===== config.mk =====
export PLATFORM = sky130hd
export DESIGN_NAME = tetid_top
export DESIGN_NICKNAME = d
export VERILOG_FILES = /design/src/tetid_pkg.sv /design/src/tetid_top.sv
export VERILOG_INCLUDE_DIRS = /design/src /design/src/src
export SDC_FILE = /design/constraint.sdc
export NUM_CORES = 1
export LEC_CHECK = 0
export ABC_AREA = 1
export BUFFER_PORTS_ARGS = -buffer_cell sky130_fd_sc_hd__buf_4
export CAP_MARGIN = 10
export CORE_MARGIN = 3
export CORE_UTILIZATION = 45
export DETAILED_ROUTE_END_ITERATION = 16
export PLACE_DENSITY = 0.67
export SYNTH_ARGS = -nofsm -noshare
export SYNTH_HDL_FRONTEND = slang
export SYNTH_SLANG_ARGS = --single-unit
export TNS_END_PERCENT = 10

===== constraint.sdc =====
create_clock -name CORE_CLK_I -period 2.8 [get_ports CORE_CLK_I]
set_input_delay 0.28 -clock CORE_CLK_I [delete_from_list [all_inputs] [get_ports CORE_CLK_I]]
set_output_delay 0.28 -clock CORE_CLK_I [all_outputs]
set_load 0.01 [all_outputs]

===== src/tetid_params.svh =====
// Register offsets, field positions, reset values and timing constants of the trigger block.
`ifndef TETID_PARAMS_SVH
`define TETID_PARAMS_SVH
`define TETID_ADDR_W 8
`define TETID_OFF_SLAVE_CTRL 8'h08
`define TETID_OFF_IRQ_DMA_EN 8'h0C
`define TETID_OFF_EVENT_FLAGS 8'h10
`define TETID_SLAVE_CTRL_RESET 16'h0000
`define TETID_IRQ_DMA_EN_RESET 16'h0000
`define TETID_IRQ_DMA_EN_MASK 16'h7FFF
`define TETID_FLAGS_MASK 16'h00FF
`define TETID_SMF_LSB 0
`define TETID_TRGSEL_LSB 4
`define TETID_MSMEN_BIT 7
`define TETID_FILT_LSB 8
`define TETID_PSC_LSB 12
`define TETID_EXT_CLOCK_MODE2_EN_BIT 14
`define TETID_POL_BIT 15
`define TETID_SMF_EXT_CLK1 3'h7
`define TETID_TRGSEL_EXT_TRIGGER_FILTERED 3'h7
`define TETID_TRGSEL_TI1FP1 3'h5
`define TETID_TRGSEL_TI2FP2 3'h6
`define TETID_TRGSEL_TIFED 3'h4
`define TETID_DTS_DIV 4'h1
`endif


===== src/tetid_pkg.sv =====
// Types shared by the external trigger conditioning and enable register block.
package tetid_pkg;
    typedef struct packed {
        logic ext_trig_polarity;
        logic ext_clock_mode2_en;
        logic [1:0] ext_trig_prescale_cfg;
        logic [3:0] ext_trig_filter_cfg;
        logic master_slave_en;
        logic [2:0] trigger_source_select;
        logic reserved3;
        logic [2:0] slave_function_select;
    } tetid_slave_ctrl_t;

    typedef struct packed {
        logic break_ev;
        logic trigger_ev;
        logic commutation_ev;
        logic [3:0] chan_ev;
        logic update_ev;
    } tetid_events_t;

    typedef struct packed {
        logic [5:0] div_log2;
        logic [3:0] length;
    } tetid_filt_sel_t;

    typedef enum logic [1:0] {
        TETID_CLK_INTERNAL = 2'b00,
        TETID_CLK_EXT_MODE1 = 2'b01,
        TETID_CLK_EXT_MODE2 = 2'b10
    } tetid_clk_src_t;
endpackage : tetid_pkg


===== src/tetid_top.sv =====
// External trigger conditioning, slave trigger select and event interrupt/DMA enables.
//
// Design decision made here: the address-and-strobe port.
`timescale 1ns/1ps
`include "tetid_params.svh"

module tetid_top (
    input wire logic CORE_CLK_I,
    input wire logic RESET_N_I,
    input wire logic [`TETID_ADDR_W-1:0] ADDR_I,
    input wire logic [15:0] WDATA_I,
    input wire logic WR_I,
    input wire logic RD_I,
    output logic [15:0] RDATA_O,
    input wire logic EXT_TRIGGER_IN_I,
    input wire logic TIMER_FIVE_TRG_I,
    input wire logic TIMER_TWO_TRG_I,
    input wire logic TIMER_THREE_TRG_I,
    input wire logic TIMER_FOUR_TRG_I,
    input wire logic CHAN1_EDGE_I,
    input wire logic TI1FP1_I,
    input wire logic TI2FP2_I,
    input wire tetid_pkg::tetid_events_t EVENTS_I,
    input wire logic [2:0] CHAN_DMA_ACK_I,
    output logic EXT_TRIGGER_FILTERED_O,
    output logic SLAVE_TRIGGER_IN_O,
    output logic COUNT_TICK_O,
    output logic [1:0] CLK_SRC_O,
    output logic IRQ_O,
    output logic [6:0] DMA_REQ_O
);
    logic rst_s1_r;
    logic rst_n;
    logic [1:0] etr_sync_r;
    tetid_pkg::tetid_slave_ctrl_t slave_ctrl_r;
    logic [15:0] irq_dma_en_r;
    logic [7:0] flags_r;
    logic [15:0] rdata_r;
    logic etr_pol;
    logic etr_pol_d_r;
    logic [2:0] psc_cnt_r;
    logic ext_trigger_prescaled_r;
    logic [4:0] div_cnt_r;
    logic sample_tick;
    logic [3:0] agree_cnt_r;
    logic ext_trigger_filtered_r;
    logic ext_trigger_filtered_d_r;
    logic slave_trigger_in;
    logic slave_trigger_in_d_r;
    tetid_pkg::tetid_filt_sel_t fsel;
    logic [7:0] ev_vec;

    // Filter code to divider exponent and sample count.
    function automatic tetid_pkg::tetid_filt_sel_t filt_decode(input logic [3:0] code);
        tetid_pkg::tetid_filt_sel_t s;
        s.div_log2 = 6'h00;
        s.length = 4'h1;
        case (code)
            4'h0: begin s.div_log2 = 6'h00; s.length = 4'h1; end
            4'h1: begin s.div_log2 = 6'h00; s.length = 4'h2; end
            4'h2: begin s.div_log2 = 6'h00; s.length = 4'h4; end
            4'h3: begin s.div_log2 = 6'h00; s.length = 4'h8; end
            4'h4: begin s.div_log2 = 6'h01; s.length = 4'h6; end
            4'h5: begin s.div_log2 = 6'h01; s.length = 4'h8; end
            4'h6: begin s.div_log2 = 6'h02; s.length = 4'h6; end
            4'h7: begin s.div_log2 = 6'h02; s.length = 4'h8; end
            4'h8: begin s.div_log2 = 6'h03; s.length = 4'h6; end
            4'h9: begin s.div_log2 = 6'h03; s.length = 4'h8; end
            4'hA: begin s.div_log2 = 6'h04; s.length = 4'h5; end
            4'hB: begin s.div_log2 = 6'h04; s.length = 4'h6; end
            4'hC: begin s.div_log2 = 6'h04; s.length = 4'h8; end
            4'hD: begin s.div_log2 = 6'h05; s.length = 4'h5; end
            4'hE: begin s.div_log2 = 6'h05; s.length = 4'h6; end
            4'hF: begin s.div_log2 = 6'h05; s.length = 4'h8; end
            default: begin s.div_log2 = 6'h00; s.length = 4'h1; end
        endcase
        return s;
    endfunction : filt_decode

    always_ff @(posedge CORE_CLK_I or negedge RESET_N_I) begin
        if (!RESET_N_I) begin
            rst_s1_r <= 1'b0;
            rst_n <= 1'b0;
        end else begin
            rst_s1_r <= 1'b1;
            rst_n <= rst_s1_r;
        end
    end

    // The trigger pin is asynchronous to the kernel clock.
    always_ff @(posedge CORE_CLK_I or negedge rst_n) begin
        if (!rst_n) begin
            etr_sync_r <= 2'b00;
        end else begin
            etr_sync_r <= {etr_sync_r[0], EXT_TRIGGER_IN_I};
        end
    end

    assign etr_pol = etr_sync_r[1] ^ slave_ctrl_r.ext_trig_polarity;

    // Prescaler counts active edges and toggles its output every 2^(k-1) edges.
    always_ff @(posedge CORE_CLK_I or negedge rst_n) begin
        if (!rst_n) begin
            etr_pol_d_r <= 1'b0;
            psc_cnt_r <= 3'h0;
            ext_trigger_prescaled_r <= 1'b0;
        end else begin
            etr_pol_d_r <= etr_pol;
            if (slave_ctrl_r.ext_trig_prescale_cfg == 2'b00) begin
                ext_trigger_prescaled_r <= etr_pol;
                psc_cnt_r <= 3'h0;
            end else if (etr_pol && !etr_pol_d_r) begin
                psc_cnt_r <= psc_cnt_r + 3'h1;
                case (slave_ctrl_r.ext_trig_prescale_cfg)
                    2'b01: ext_trigger_prescaled_r <= ~ext_trigger_prescaled_r;
                    2'b10: ext_trigger_prescaled_r <= psc_cnt_r[0] ? ~ext_trigger_prescaled_r : ext_trigger_prescaled_r;
                    2'b11: ext_trigger_prescaled_r <= (psc_cnt_r[1:0] == 2'b11) ? ~ext_trigger_prescaled_r : ext_trigger_prescaled_r;
                    default: ext_trigger_prescaled_r <= ext_trigger_prescaled_r;
                endcase
            end
        end
    end

    assign fsel = filt_decode(slave_ctrl_r.ext_trig_filter_cfg);

    // Sampling divider; the sampling clock is the kernel clock divided by 2^div_log2 here.
    always_ff @(posedge CORE_CLK_I or negedge rst_n) begin
        if (!rst_n) begin
            div_cnt_r <= 5'h00;
        end else if (sample_tick) begin
            div_cnt_r <= 5'h00;
        end else begin
            div_cnt_r <= div_cnt_r + 5'h01;
        end
    end

    assign sample_tick = (div_cnt_r >= 5'((6'h01 << fsel.div_log2) - 6'h01));

    // Agreement counter: a short glitch restarts the count, so a glitch shorter than fsel.length samples never leaks through.
    always_ff @(posedge CORE_CLK_I or negedge rst_n) begin
        if (!rst_n) begin
            agree_cnt_r <= 4'h0;
            ext_trigger_filtered_r <= 1'b0;
        end else if (sample_tick) begin
            if (ext_trigger_prescaled_r == ext_trigger_filtered_r) begin
                agree_cnt_r <= 4'h0;
            end else if (agree_cnt_r + 4'h1 >= fsel.length) begin
                ext_trigger_filtered_r <= ext_trigger_prescaled_r;
                agree_cnt_r <= 4'h0;
            end else begin
                agree_cnt_r <= agree_cnt_r + 4'h1;
            end
        end
    end

    always_comb begin
        case (slave_ctrl_r.trigger_source_select)
            3'h0: slave_trigger_in = TIMER_FIVE_TRG_I;
            3'h1: slave_trigger_in = TIMER_TWO_TRG_I;
            3'h2: slave_trigger_in = TIMER_THREE_TRG_I;
            3'h3: slave_trigger_in = TIMER_FOUR_TRG_I;
            `TETID_TRGSEL_TIFED: slave_trigger_in = CHAN1_EDGE_I;
            `TETID_TRGSEL_TI1FP1: slave_trigger_in = TI1FP1_I;
            `TETID_TRGSEL_TI2FP2: slave_trigger_in = TI2FP2_I;
            default: slave_trigger_in = ext_trigger_filtered_r;
        endcase
    end

    always_ff @(posedge CORE_CLK_I or negedge rst_n) begin
        if (!rst_n) begin
            slave_trigger_in_d_r <= 1'b0;
            ext_trigger_filtered_d_r <= 1'b0;
            COUNT_TICK_O <= 1'b0;
            CLK_SRC_O <= 2'b00;
        end else begin
            slave_trigger_in_d_r <= slave_trigger_in;
            ext_trigger_filtered_d_r <= ext_trigger_filtered_r;
            if (slave_ctrl_r.ext_clock_mode2_en) begin
                COUNT_TICK_O <= ext_trigger_filtered_r && !ext_trigger_filtered_d_r;
                CLK_SRC_O <= tetid_pkg::TETID_CLK_EXT_MODE2;
            end else if (slave_ctrl_r.slave_function_select == `TETID_SMF_EXT_CLK1) begin
                COUNT_TICK_O <= slave_trigger_in && !slave_trigger_in_d_r;
                CLK_SRC_O <= tetid_pkg::TETID_CLK_EXT_MODE1;
            end else begin
                COUNT_TICK_O <= 1'b0;
                CLK_SRC_O <= tetid_pkg::TETID_CLK_INTERNAL;
            end
        end
    end

    assign EXT_TRIGGER_FILTERED_O = ext_trigger_filtered_r;
    assign SLAVE_TRIGGER_IN_O = slave_trigger_in;

    always_ff @(posedge CORE_CLK_I or negedge rst_n) begin
        if (!rst_n) begin
            slave_ctrl_r <= `TETID_SLAVE_CTRL_RESET;
            irq_dma_en_r <= `TETID_IRQ_DMA_EN_RESET;
        end else if (WR_I) begin
            if (ADDR_I == `TETID_OFF_SLAVE_CTRL) begin
                slave_ctrl_r <= WDATA_I;
            end
            if (ADDR_I == `TETID_OFF_IRQ_DMA_EN) begin
                irq_dma_en_r <= WDATA_I & `TETID_IRQ_DMA_EN_MASK;
            end
        end
    end

    assign ev_vec = EVENTS_I;

    // Hardware set wins over a software clear in the same cycle.
    always_ff @(posedge CORE_CLK_I or negedge rst_n) begin
        if (!rst_n) begin
            flags_r <= 8'h00;
        end else if (WR_I && ADDR_I == `TETID_OFF_EVENT_FLAGS) begin
            flags_r <= (flags_r & WDATA_I[7:0]) | ev_vec;
        end else begin
            flags_r <= flags_r | ev_vec;
        end
    end

    // Bit i of the enable word gates flag i onto the interrupt line.
    assign IRQ_O = |(flags_r & irq_dma_en_r[7:0]);

    // DMA requests hold while the flag stands; order: update, chan1-4, commutation, trigger.
    assign DMA_REQ_O = flags_r[6:0] & irq_dma_en_r[14:8];

    always_ff @(posedge CORE_CLK_I or negedge rst_n) begin
        if (!rst_n) begin
            rdata_r <= 16'h0000;
        end else if (RD_I) begin
            case (ADDR_I)
                `TETID_OFF_SLAVE_CTRL: rdata_r <= slave_ctrl_r;
                `TETID_OFF_IRQ_DMA_EN: rdata_r <= irq_dma_en_r;
                `TETID_OFF_EVENT_FLAGS: rdata_r <= {8'h00, flags_r};
                default: rdata_r <= 16'h0000;
            endcase
        end else begin
            rdata_r <= 16'h0000;
        end
    end

    assign RDATA_O = rdata_r;
endmodule : tetid_top


==> run metrics <==
hold endpoint=etr_sync_r[0]; critical path type=flop to flop; CTS tree=done; reg2reg start=slave_ctrl_r[11]; Die ar.=about 0.01 mm²; CP Data Required Time=3.04 ns; largest family of logic cells by synthesized area=simple AND/OR/NAND/NOR gates; top-count cell post-synth=nand2_1; Cell Rows=34; post-synthesis compound-gate area fraction=0.0881; post-synth top area share=0.479; Fin Setup TNS=0 ns; CP Capture Type=flop; All-Layer GR Usage=0.194; max-cap viol count=0; switching power=0.720 mW; Clk network pwr share=0.382; Setup Skew=0.00985 ns; worst r2r path cells=13; buffer count from post-CTS setup fixing=0; Final setup viols=0; CTS Sinks=78; global placer's final weighted congestion=0.857; drt first-iter violations=198; Tcrit/Tclk final=0.869; worst reg2reg setup slack=around 0.37 ns; max_slew headroom=0.553; sequential share of the synthesized area=0.479; xor/xnor cell area share of the yosys netlist=0.0172; Tmin final=2.43 ns; initial antenna violation count=0; vias in the first global route=3331; Slew Viols, Final=0; # H-tree levels=3; Via Count=about 3400; Post-Syn Instances=496; r2r endpoint=agree_cnt_r[2]; Min-Delay Path Class=primary input to flop; mapped cell area=0.00408 mm²; Clock Latency Late Sink=~0.36 ns; Fillers=815; final hold vios=0; VDD IR max=0.309 mV; I/O Pins=76; post-synthesis mux area share=0; vias per inst=~5; CP Launch Type=flop; die width=101 µm; CORE AREA=0.00876 mm²; P_leak=between 2 and 3 nW; post-synth top area cell=dfrtp_1; Starting Density=0.465; syn nets=561; Async SR Flop Fraction=1.00; synthesized area per cell=8.22 µm²; PD cells=~550 mW/mm²; Switching Share=0.268; clock-pin slew on the worst setup and hold paths=about 0.080 ns; First-pass DRT Iterations=5; CTS buffer count=9; I/O Buffers=72; Crit path arrival time=2.67 ns; # nets final=~630; Synth Warn #=0; top_reg_cell synth=dfrtp_1; Die Y=101 µm; Hold Startpoint=EXT_TRIGGER_IN_I; Netlist cell types=36; Routed Antenna Nets=0; area growth from synthesis to layout=20.8%; Yosys reg bits=78; post-DR wirelength/cell=13.6 µm; Root Buffer=clkbuf_8; # DRC=0; Int Power=1.97 mW; Logic pwr share=0.149; status=finished clean; layout cells sized above 1=0.187; Fmax achieved=0.411 GHz; first-pass GRT wire length=15700 µm; Post-synth EDFFs=0; Synth top cells by count=nand2_1, dfrtp_1, inv_1, nand3_1, nor2_1; Crit Path Max Fanout=12; DP Wirelength=6730 µm; diode count=0; worst hold path depth=1; largest net degree at the start of global routing=49; grt ovf=0; adder-cell share of the synthesized area=0.0552; CTS max path bufs=2; synth top area cells=dfrtp_1, nand2_1, nand3_1, inv_1, ha_1; Sequential Power Share=0.469; Total Power=2.69 mW; Post-Synth Simple-Gate Area=0.268; RSZ-0062 raised after global routing=false; final WL=9260 µm; worst-margin pin slew=0.671 ns
[metrics by stage]
stage          instances  hold WS, ns   util  setup WS (ns)  area (µm²)
6_report             681       0.0236  0.562          0.367        4930
2_1_floorplan        496      -0.0156      -          0.467        4080
5_1_grt              681       0.0132  0.562        0.00727        4930
3_3_place_gp         665       0.0621  0.534          0.441        4680
4_1_cts              681       0.0155  0.562          0.355        4930
3_5_place_dp         665       0.0644  0.534          0.372        4680
[layer usage]
layer / wire length [µm] / track usage / up-vias
met4: 130 / 0.0583 / 0
met1: 4080 / 0.251 / 1585
met3: 504 / 0.0358 / 12
li1: - / - / 1714
met5: 0 / 0 / -
met2: 4550 / 0.333 / 92
[how the worst max path moves through the flow]
stage	from	endpoint	slack, ns	cells after the start
after global routing	slave_ctrl_r[11]	agree_cnt_r[2]	0.007	13
after floorplan	rst_n	CLK_SRC_O[0]	0.47	0
after CTS	slave_ctrl_r[11]	agree_cnt_r[2]	0.35	13
after detailed placement	slave_ctrl_r[11]	agree_cnt_r[2]	0.37	13
after global placement	slave_ctrl_r[10]	agree_cnt_r[2]	0.44	13
final	slave_ctrl_r[11]	agree_cnt_r[2]	0.37	13
[critical path, cell delays in order, from the launching register on]
cell and delay (ns):
dfrtp_1 0.44, clkinv_1 0.25, nand2_1 0.15, ha_1 0.19, nand2_1 0.07, nand2_1 0.06, o21ai_0 0.08, ha_1 0.30
and3_1 0.15, nand2_1 0.05, nand2_1 0.29, inv_1 0.15, nand2_1 0.08, o21ai_0 0.07
[sequential cells by signal (all words and copies together), names as in the netlist, 2 cells and up]
signal / count
RDATA_O: 16
slave_ctrl_r: 16
irq_dma_en_r: 15
flags_r: 8
div_cnt_r: 5
agree_cnt_r: 4
CLK_SRC_O: 2
etr_sync_r: 2
psc_cnt_r: 2
[power by group through the flow]
stage          Sequential, mW  Combinational, mW  Clock (mW)
6_report                 1.26              0.400        1.03
5_1_grt                  1.27              0.471        1.10
4_1_cts                  1.26              0.406        1.04
3_5_place_dp             1.28              0.403           0
3_3_place_gp             1.28              0.392           0
2_1_floorplan            1.27              0.261           0
[cells by family (layout without fill, tap and decap cells)]
kind of cell,Yosys count,in the layout
flops,78,78
fa+ha+maj,18,18
simple gates,243,243
compound gates,62,62
other cells,1,1
buf+inv,86,163
xor+xnor,8,8
[cells in the final DEF, fill, tap and decap left out, drive strengths merged]
| cell | netlist | layout |
|---|---|---|
| nand2 | 132 | 132 |
| dfrtp | 78 | 78 |
| inv | 73 | 73 |
| buf | 11 | 73 |
| nand3 | 62 | 62 |
| nor2 | 41 | 41 |
| o21ai | 32 | 32 |
| ha | 18 | 18 |
| a21oi | 17 | 17 |
| clkbuf | 1 | 11 |
| xor2 | 7 | 7 |
| o21bai | 6 | 6 |
| o22ai | 3 | 3 |
| bufinv | 0 | 3 |
| or2 | 2 | 2 |
| nand4 | 2 | 2 |
| clkinv | 1 | 2 |
| and2 | 2 | 2 |
| and3 | 1 | 1 |
| xnor2 | 1 | 1 |
| o31ai | 1 | 1 |
| o21a | 1 | 1 |
| a32oi | 1 | 1 |
| nand3b | 1 | 1 |
| o211ai | 1 | 1 |
| dlygate4sd3 | 0 | 1 |
| conb | 1 | 1 |
[layout make-up]
type,instances,area [µm²],area share
Clock inverter,4,95.1,0.0193
Inverter,74,278,0.0564
Timing Repair Buffer,74,571,0.116
Tap cell,108,135,0.0274
Sequential cell,78,1950,0.396
Clock buffer,11,141,0.0287
Multi-Input combinational cell,332,1750,0.356
[timing repair]
action,in CTS,in global routing
resized for setup,0,0
endpoints found under the setup margin,0,0
endpoints found under the hold margin,2,0
hold buffers,1,0
No activity file was read; power rests on OpenSTA's default activity.
